==> src/core/uart_regs_defines.vh <==
`ifndef UART_REGS_DEFINES_VH
`define UART_REGS_DEFINES_VH

// register byte offsets on the apb bus
`define OFS_PIN 12'h01c
`define OFS_FIFO 12'h020
`define OFS_DMA 12'h030
`define OFS_WKEN 12'h034
`define OFS_WKFL 12'h038
`define OFS_EVST 12'h03c
`define OFS_EVMASK 12'h040
`define OFS_LEVEL 12'h044

// flow_pin_control fields
`define PIN_CTS 0
`define PIN_RTS 1
`define RST_RTS 1'b1
`define RST_CTS 1'b1

// char_fifo_access fields
`define FIFO_DATA_HI 7
`define FIFO_PAR 8

// dma_request_control fields
`define DMA_TXTHD_LO 0
`define DMA_TXTHD_HI 3
`define DMA_TXEN 4
`define DMA_RXTHD_LO 5
`define DMA_RXTHD_HI 8
`define DMA_RXEN 9
`define DMA_W 10
`define RST_DMA 10'h000

// wake_event_enable / wake_event_flags fields
`define WK_NE 0
`define WK_FULL 1
`define WK_THD 2
`define WK_W 3
`define RST_WK 3'h0

// event status / mask fields (write one to clear status)
`define EV_RXOVR 0
`define EV_TXDROP 1
`define EV_CTS 2
`define EV_W 3
`define RST_EV 3'h0

// fill level register fields
`define LVL_TX_LO 0
`define LVL_RX_LO 8

// character size codes: 0 five bits .. 3 eight bits
`define SZ_5 2'h0
`define SZ_6 2'h1
`define SZ_7 2'h2

`endif

==> src/core/uart_fifo_dma_wake_regs.v <==
// Local design decision: the APB register port.
`include "uart_regs_defines.vh"
`default_nettype none

// Notes on behaviour
// rts output follows pin-control bit 1, which resets to one.
// pin-control bit 0 reads the synchronised clear-to-send level.
// fifo register bit 8 shows parity error of the receive head character.
// with parity checking off the parity bit always reads zero.
// writing the data field pushes a character into the transmit fifo if room.
// reading the data field returns the receive fifo head character.
// reading pops it; empty reads zero; unused high bits read zero.
// dma bit 9 enables receive dma requests; resets disabled.
// receive dma request when receive level reaches threshold field 8:5.
// dma bit 4 enables transmit dma requests; resets disabled.
// transmit dma request while transmit level below threshold field 3:0.
// no dma request for a direction whose enable is cleared.
// wake enables: threshold bit 2, full bit 1, not empty bit 0.
// wake flags record those three events; software read/write; reset zero.
// wake output only when a flag and its enable are both set.
module uart_fifo_dma_wake_regs #(
	parameter AW = 3
) (
	input wire pclk,
	input wire presetn,
	input wire psel,
	input wire penable,
	input wire pwrite,
	input wire [11:0] paddr,
	input wire [31:0] pwdata,
	output reg [31:0] prdata,
	output reg pready,
	output reg pslverr,
	output reg rts_out,
	input wire cts_pin,
	input wire parity_enable,
	input wire [1:0] char_size,
	input wire rx_char_valid,
	input wire [7:0] rx_char_data,
	input wire rx_char_parity_err,
	output reg tx_char_valid,
	output reg [7:0] tx_char_data,
	input wire tx_char_ready,
	output reg rx_dma_req,
	output reg tx_dma_req,
	output reg wake_req,
	output reg irq
);
	localparam CW = AW + 1;

	reg cts_meta_q;
	reg cts_sync_q;
	reg cts_prev_q;
	reg [`DMA_W-1:0] dma_request_control_q;
	reg [`WK_W-1:0] wake_event_enable_q;
	reg [`WK_W-1:0] wake_event_flags_q;
	reg [`WK_W-1:0] wake_event_flags_d;
	reg [`EV_W-1:0] event_status_q;
	reg [`EV_W-1:0] event_status_d;
	reg [`EV_W-1:0] event_mask_q;
	reg rd_had_char_q;
	reg [31:0] rd_word;
	reg hit;

	wire access;
	wire done;
	wire wr_done;
	wire rd_done;
	wire [8:0] rx_head;
	wire rx_full;
	wire rx_empty;
	wire [CW-1:0] receive_fill_count;
	wire [7:0] tx_head;
	wire tx_full;
	wire tx_empty;
	wire [CW-1:0] transmit_fill_count;
	wire rx_push;
	wire rx_pop;
	wire tx_push;
	wire tx_pop;
	wire [3:0] rx_thd;
	wire [3:0] tx_thd;
	wire rx_at_thd;
	wire tx_below_thd;
	wire [`WK_W-1:0] wake_events;
	wire [`EV_W-1:0] hw_events;

	// mask of the bits a character of the given size really uses
	function [7:0] char_mask;
		input [1:0] sz;
		begin
			case (sz)
				`SZ_5: char_mask = 8'h1f;
				`SZ_6: char_mask = 8'h3f;
				`SZ_7: char_mask = 8'h7f;
				default: char_mask = 8'hff;
			endcase
		end
	endfunction

	// one wait state: data is prepared on the first access edge,
	// the transfer completes on the second
	assign access = psel & penable;
	assign done = access & pready;
	assign wr_done = done & pwrite;
	assign rd_done = done & ~pwrite;

	// receive path: parity flag stored only while checking is on
	assign rx_push = rx_char_valid & ~rx_full;
	assign rx_pop = rd_done & (paddr == `OFS_FIFO) & rd_had_char_q;
	assign tx_push = wr_done & (paddr == `OFS_FIFO) & ~tx_full;
	assign tx_pop = ~tx_empty & (~tx_char_valid | tx_char_ready);

	char_fifo #(
		.WIDTH(9),
		.AW(AW)
	) u_rx_fifo (
		.pclk(pclk),
		.presetn(presetn),
		.push(rx_push),
		.push_data({rx_char_parity_err & parity_enable, rx_char_data}),
		.pop(rx_pop),
		.head_data(rx_head),
		.full(rx_full),
		.empty(rx_empty),
		.count(receive_fill_count)
	);

	char_fifo #(
		.WIDTH(8),
		.AW(AW)
	) u_tx_fifo (
		.pclk(pclk),
		.presetn(presetn),
		.push(tx_push),
		.push_data(pwdata[`FIFO_DATA_HI:0]),
		.pop(tx_pop),
		.head_data(tx_head),
		.full(tx_full),
		.empty(tx_empty),
		.count(transmit_fill_count)
	);

	// threshold compares, zero-extended to a common width
	assign rx_thd = dma_request_control_q[`DMA_RXTHD_HI:`DMA_RXTHD_LO];
	assign tx_thd = dma_request_control_q[`DMA_TXTHD_HI:`DMA_TXTHD_LO];
	assign rx_at_thd = ~rx_empty &
		({4'h0, receive_fill_count} >= {{CW{1'b0}}, rx_thd});
	assign tx_below_thd =
		({4'h0, transmit_fill_count} < {{CW{1'b0}}, tx_thd});

	// wake conditions are levels of the receive fifo
	assign wake_events[`WK_THD] = rx_at_thd;
	assign wake_events[`WK_FULL] = rx_full;
	assign wake_events[`WK_NE] = ~rx_empty;

	// interrupt events: overrun, write into a full transmit fifo, cts edge
	assign hw_events[`EV_RXOVR] = rx_char_valid & rx_full;
	assign hw_events[`EV_TXDROP] = wr_done & (paddr == `OFS_FIFO) & tx_full;
	assign hw_events[`EV_CTS] = cts_sync_q ^ cts_prev_q;

	// read mux and address decode; unmapped addresses answer with pslverr
	always @*
	begin
		rd_word = 32'h0000_0000;
		hit = 1'b1;
		case (paddr)
			`OFS_PIN:
			begin
				rd_word[`PIN_RTS] = rts_out;
				rd_word[`PIN_CTS] = cts_sync_q;
			end
			`OFS_FIFO:
			begin
				if (!rx_empty)
				begin
					rd_word[`FIFO_DATA_HI:0] = rx_head[7:0] & char_mask(char_size);
					rd_word[`FIFO_PAR] = rx_head[8] & parity_enable;
				end
			end
			`OFS_DMA: rd_word[`DMA_W-1:0] = dma_request_control_q;
			`OFS_WKEN: rd_word[`WK_W-1:0] = wake_event_enable_q;
			`OFS_WKFL: rd_word[`WK_W-1:0] = wake_event_flags_q;
			`OFS_EVST: rd_word[`EV_W-1:0] = event_status_q;
			`OFS_EVMASK: rd_word[`EV_W-1:0] = event_mask_q;
			`OFS_LEVEL:
			begin
				rd_word[`LVL_TX_LO +: CW] = transmit_fill_count;
				rd_word[`LVL_RX_LO +: CW] = receive_fill_count;
			end
			default: hit = 1'b0;
		endcase
	end

	// apb answer flops
	always @(posedge pclk or negedge presetn)
	begin
		if (!presetn)
		begin
			pready <= 1'b0;
			prdata <= 32'h0000_0000;
			pslverr <= 1'b0;
			rd_had_char_q <= 1'b0;
		end
		else
		begin
			pready <= access & ~pready;
			if (access & ~pready)
			begin
				prdata <= pwrite ? 32'h0000_0000 : rd_word;
				pslverr <= ~hit;
				// pop only the character that was returned, not one that
				// arrived after the snapshot
				rd_had_char_q <= ~rx_empty;
			end
			else
			begin
				prdata <= 32'h0000_0000;
				pslverr <= 1'b0;
			end
		end
	end

	// cts pin synchroniser; only the second and third stages are looked at
	always @(posedge pclk or negedge presetn)
	begin
		if (!presetn)
		begin
			cts_meta_q <= `RST_CTS;
			cts_sync_q <= `RST_CTS;
			cts_prev_q <= `RST_CTS;
		end
		else
		begin
			cts_meta_q <= cts_pin;
			cts_sync_q <= cts_meta_q;
			cts_prev_q <= cts_sync_q;
		end
	end

	// wake flags: software writes, hardware sets, set wins
	always @*
	begin
		wake_event_flags_d = wake_event_flags_q;
		if (wr_done & (paddr == `OFS_WKFL))
			wake_event_flags_d = pwdata[`WK_W-1:0];
		wake_event_flags_d = wake_event_flags_d | wake_events;
	end

	// event status: write one to clear, a new event wins over the clear
	always @*
	begin
		event_status_d = event_status_q;
		if (wr_done & (paddr == `OFS_EVST))
			event_status_d = event_status_d & ~pwdata[`EV_W-1:0];
		event_status_d = event_status_d | hw_events;
	end

	// software registers
	always @(posedge pclk or negedge presetn)
	begin
		if (!presetn)
		begin
			rts_out <= `RST_RTS;
			dma_request_control_q <= `RST_DMA;
			wake_event_enable_q <= `RST_WK;
			wake_event_flags_q <= `RST_WK;
			event_status_q <= `RST_EV;
			event_mask_q <= `RST_EV;
		end
		else
		begin
			if (wr_done & (paddr == `OFS_PIN))
				rts_out <= pwdata[`PIN_RTS];
			if (wr_done & (paddr == `OFS_DMA))
				dma_request_control_q <= pwdata[`DMA_W-1:0];
			if (wr_done & (paddr == `OFS_WKEN))
				wake_event_enable_q <= pwdata[`WK_W-1:0];
			if (wr_done & (paddr == `OFS_EVMASK))
				event_mask_q <= pwdata[`EV_W-1:0];
			wake_event_flags_q <= wake_event_flags_d;
			event_status_q <= event_status_d;
		end
	end

	// transmit holding stage keeps the character output on a flop
	always @(posedge pclk or negedge presetn)
	begin
		if (!presetn)
		begin
			tx_char_valid <= 1'b0;
			tx_char_data <= 8'h00;
		end
		else if (tx_pop)
		begin
			tx_char_valid <= 1'b1;
			tx_char_data <= tx_head;
		end
		else if (tx_char_ready)
			tx_char_valid <= 1'b0;
	end

	// dma requests, wake and interrupt outputs, one cycle behind state
	always @(posedge pclk or negedge presetn)
	begin
		if (!presetn)
		begin
			rx_dma_req <= 1'b0;
			tx_dma_req <= 1'b0;
			wake_req <= 1'b0;
			irq <= 1'b0;
		end
		else
		begin
			rx_dma_req <= dma_request_control_q[`DMA_RXEN] & rx_at_thd;
			tx_dma_req <= dma_request_control_q[`DMA_TXEN] & tx_below_thd;
			wake_req <= |(wake_event_flags_q & wake_event_enable_q);
			irq <= |(event_status_q & event_mask_q);
		end
	end
endmodule // uart_fifo_dma_wake_regs

`default_nettype wire

==> src/core/char_fifo.v <==
`default_nettype none

// flip-flop fifo; depth must be a power of two so pointers wrap freely
module char_fifo #(
	parameter WIDTH = 9,
	parameter AW = 3
) (
	input wire pclk,
	input wire presetn,
	input wire push,
	input wire [WIDTH-1:0] push_data,
	input wire pop,
	output wire [WIDTH-1:0] head_data,
	output wire full,
	output wire empty,
	output wire [AW:0] count
);
	localparam [AW:0] DEPTH = {1'b1, {AW{1'b0}}};

	reg [WIDTH-1:0] mem [0:(1<<AW)-1];
	reg [AW-1:0] wr_ptr_q;
	reg [AW-1:0] rd_ptr_q;
	reg [AW:0] count_q;
	wire do_push;
	wire do_pop;

	// refuse a push when full and a pop when empty
	assign do_push = push & ~full;
	assign do_pop = pop & ~empty;
	assign full = (count_q == DEPTH);
	assign empty = (count_q == {(AW+1){1'b0}});
	assign count = count_q;
	assign head_data = mem[rd_ptr_q];

	// storage holds no control state, so it is left without reset
	always @(posedge pclk)
	begin
		if (do_push)
			mem[wr_ptr_q] <= push_data;
	end

	// pointers and fill count
	always @(posedge pclk or negedge presetn)
	begin
		if (!presetn)
		begin
			wr_ptr_q <= {AW{1'b0}};
			rd_ptr_q <= {AW{1'b0}};
			count_q <= {(AW+1){1'b0}};
		end
		else
		begin
			if (do_push)
				wr_ptr_q <= wr_ptr_q + {{(AW-1){1'b0}}, 1'b1};
			if (do_pop)
				rd_ptr_q <= rd_ptr_q + {{(AW-1){1'b0}}, 1'b1};
			if (do_push & ~do_pop)
				count_q <= count_q + {{AW{1'b0}}, 1'b1};
			else if (do_pop & ~do_push)
				count_q <= count_q - {{AW{1'b0}}, 1'b1};
		end
	end
endmodule // char_fifo

`default_nettype wire

==> config.mk <==
export PLATFORM = sky130hd
export DESIGN_NAME = uart_fifo_dma_wake_regs
export DESIGN_NICKNAME = d
export VERILOG_FILES = /design/src/core/uart_fifo_dma_wake_regs.v /design/src/core/char_fifo.v
export VERILOG_INCLUDE_DIRS = /design/src /design/src/core
export SDC_FILE = /design/constraint.sdc
export NUM_CORES = 1
export LEC_CHECK = 0
export BUFFER_PORTS_ARGS = -buffer_cell sky130_fd_sc_hd__buf_2
export CORE_UTILIZATION = 45
export CTS_CLUSTER_SIZE = 14
export DETAILED_ROUTE_END_ITERATION = 6
export GPL_ROUTABILITY_DRIVEN = 1
export GPL_TIMING_DRIVEN = 0
export PLACE_DENSITY = 0.67
export SLEW_MARGIN = 0
export SYNTH_ARGS = -nofsm -noshare
export SYNTH_HDL_FRONTEND = slang
export SYNTH_HIERARCHICAL = 1
export SYNTH_SLANG_ARGS = --single-unit
==> constraint.sdc <==
create_clock -name pclk -period 2.7 [get_ports pclk]
set_input_delay 0.54 -clock pclk [delete_from_list [all_inputs] [get_ports pclk]]
set_output_delay 0.54 -clock pclk [all_outputs]
set_load 0.005 [all_outputs]
==> qor.yml <==
outcome: "complete, no violations"
drt_iter0_markers: 310
worst_pin_slew_ns: 1.05
reg2reg_to: "u_rx_fifo/count[3]$_DFFE_PN0P_"
critPathRequiredTime_ns: 3.08
drive_gt1_share_pct: 33.6
ys_seq_area_share_pct: 63.4
max_stage_delay_ns: 0.57
r2r_cells: 11
rows: 52
grt_usage_pct: 19.1
met1_length_microns: 8330
hold_start: "cts_pin"
dieArea_sq_mm: 0.0214
top_layer_used: "met4"
n_fill_cell: 1625
r2r_setup_slack_ns: 0.06
clkSinkCount: 210
synth-edff-count: 136
grt_pass1_vias: 5695
dp_hpwl_microns: 13400
synthXorXnorAreaFrac_pct: 1.21
routabilityCongestion: 1.00
cellPowerDensity_mw_per_mm2: 691
post_synth_num_cell_types: 68
arrival_ns: 3.02
path_cells: "buf_2 -> or4_4 -> nor4b_4 -> and4b_2 -> o41ai_4 -> ha_4 -> inv_4 -> ha_4 -> or4_4 -> o211ai_1 -> o211ai_1"
grt_pass1_wl_microns: 31400
cts_tree: "built"
ioPinCount: 112
min_period_over_period_pct: 97.9
clk_pin_slew_worst_paths_ns: 0.06
critPathKind: "in -> reg"
cp_top_family: "simple AND/OR/NAND/NOR gates"
min_period_ns: 2.64
syn-cell-area_sq_mm: 0.00937
synth-simple-area-share_pct: 8.10
drt-total-wl_microns: 20000
synth_area_leader_cell: "edfxtp_1"
dieHeight_microns: 146
clk_latency_ns: 0.50
fin_nets: 799
synth-main-ff-cell: "edfxtp_1"
syn_inst: 579
synthAdderAreaFrac_pct: 2.70
grt_overflow_total: 0
io_buffer_count: 68
grt_max_degree: 67
final.setup_skew_ns: 0.0130
crit_buf_inv: 2
wl_met3_microns: 1070
synthMuxAreaShare_pct: 16.3
htreeDepth: 1
final_hold_viol_count: 0
min_to: "cts_meta_q$_DFF_PN1_"
syn_to_final_growth_pct: 19.5
slew-limit-headroom_pct: 29.9
worst_setup_path_end_kind: "flop"
p_leak_nw: 4.44
final_core_util_pct: 55.2
fp.dieW_microns: 146
core_sq_mm: 0.0203
ys_seq_elements: 210
critPathLaunchType: "input port"
async_reset_ff_share_pct: 35.2
start_util_pct: 46.2
antenna_cells: 0
clk_path_buf_depth: 3
antenna_found_initial: 1
synth_compound_area_share_pct: 4.54
ys_warn_count: 6
vias: 5491
maxCapViolations: 0
synth_top_family_by_area: "multiplexers"
cts_root_buf: "clkbuf_16"
irDropWorstVdd_v: 0.000512
hp-class: "in -> reg"
wl_per_cell_microns: 20.0
yosysTopAreaCellShare_pct: 43.6
postRouteAntennaNets: 0
hold_path_depth: 1
maxSlewViolCount: 0
slowest_stage: "or4_4"
post_synth.cell_area_avg_sq_um: 16.2
fmax_mhz: 378
met2_length_microns: 10300
hold_ws_ns: 0.148
drtPass1Iterations: 4
setup_violations: 0
ys_top_cells_by_area: "edfxtp_1, dfrtp_1, mux4_1, mux2_1, ha_1"
cts_buffers: 22
rr_startpoint: "u_rx_fifo/count[2]$_DFFE_PN0P_"
drc: 0
routed_via_density: 5.48
critPathMaxFanout: 5
placed cells by master, fill, tap and decap left out, drive strengths merged, types with 3 or more instances in the layout:
cell type  instances
nand2             26
dfstp              4
inv               22
a22o               5
o211ai             5
a21oi             11
mux2i              7
buf              125
nor4               4
conb              20
nor3              11
a22oi              3
or3                5
nor2b              7
dfrtp             70
ha                17
xor2               3
clkinv             9
clkinvlp           3
a31oi              3
nor2              25
xnor2             10
and2               9
mux2              49
o21ai              7
clkbuf            31
or4                3
nand3             19
a32oi              3
mux4              34
edfxtp           136
nand2b             8
nand3b             5
metrics by stage:
stage               instance area (sq um)  std cells  TNS [ns]  worst slack, ns  power (mW)
detailed placement                  10200        937    -40.60           -0.846        4.77
finish                              11200       1002         0           0.0574        7.74
global placement                    10200        936    -42.89           -0.766        4.69
global route                        11200       1002   -0.0123         -0.00632        8.05
floorplan                            9500        598    -0.853           -0.342        4.42
CTS                                 11100        995         0           0.0113        7.76
worst max path at each step:
stage	cells past startpoint	start	to	slack (ns)
final	11	paddr[11]	u_rx_fifo/count[3]$_DFFE_PN0P_	0.06
after global routing	11	u_rx_fifo/count[2]$_DFFE_PN0P_	u_rx_fifo/count[3]$_DFFE_PN0P_	-0.006
after CTS	11	paddr[7]	u_rx_fifo/count[3]$_DFFE_PN0P_	0.01
after detailed placement	13	paddr[1]	u_tx_fifo/count[3]$_DFFE_PN0P_	-0.85
after global placement	13	paddr[1]	u_tx_fifo/count[3]$_DFFE_PN0P_	-0.77
after floorplan	12	paddr[11]	u_tx_fifo/count[3]$_DFFE_PN0P_	-0.34
Yosys cell counts (4+ instances only):
cell      count
mux2_4       12
mux4_1       25
mux2i_1       7
buf_2         5
nand2_1      24
nand2b_1      8
inv_1        20
mux4_2        9
o211ai_1      5
and2_1        9
nor4_1        4
ha_1         17
dfstp_2       4
nand3b_1      5
o21ai_0       5
mux2_1       22
nand3_1      18
or3_1         4
xnor2_1      10
dfrtp_1      70
mux2_2       15
nor2_1       25
nor2b_1       7
a22o_1        5
buf_4        21
a21oi_1      11
edfxtp_1    136
clkbuf_1      5
nor3_1        9
area by class of cell:
class,instances,area (sq um),area share (%)
flip-flops and latches,210,5950,53.1
plain buffers,36,269,2.40
inverters,21,86.3,0.770
clock inverters,14,105,0.938
well taps,270,338,3.01
repair buffers,95,568,5.07
clock buffers,26,597,5.33
multi-input cells,330,3290,29.4
layer usage:
| layer | vias up | GRT usage [%] |
|---|---|---|
| met4 | 0 | 4.32 |
| li1 | 2486 | - |
| met1 | 2818 | 24.1 |
| met2 | 156 | 34.4 |
| met3 | 31 | 3.13 |
| met5 | - | 0 |
kinds of logic (layout without fill, tap and decap cells):
group,Yosys count,count (layout)
AND/OR/NAND/NOR,134,134
AO/OA/AOI/OAI,54,54
adder cells (fa/ha/maj),19,19
multiplexers,90,90
buffers and inverters,58,192
XOR/XNOR,13,13
flip-flops,210,210
other,1,20
flip-flops by register name (all words and copies together) (netlist names), 3 cells and up:
| register | count |
|---|---|
| wake_event_enable_q | 3 |
| u_rx_fifo/rd_ptr_q | 3 |
| tx_char_data | 8 |
| prdata | 12 |
| u_rx_fifo/wr_ptr_q | 3 |
| u_tx_fifo/count | 4 |
| u_tx_fifo/rd_ptr_q | 3 |
| wake_event_flags_q | 3 |
| u_tx_fifo/mem | 64 |
| u_rx_fifo/mem | 72 |
| u_rx_fifo/count | 4 |
| dma_request_control_q | 10 |
| u_tx_fifo/wr_ptr_q | 3 |
| event_status_q | 3 |
| event_mask_q | 3 |
repair_timing:
item,CTS,global route
gates cloned,0,0
gates resized for setup,18,7
buffers inserted,17,8
endpoints found under the setup margin,64,3
hold buffers,1,0
pin swaps,6,11
hold endpoints to repair,6,0
power breakdown:
part           total [mW]  switching [mW]  internal, mW
clock                2.88            1.20          1.68
combinational        1.05           0.611         0.440
sequential           3.80           0.112          3.69
total                7.74            1.93          5.81
Note: power is estimated with default switching activity, not from simulation.
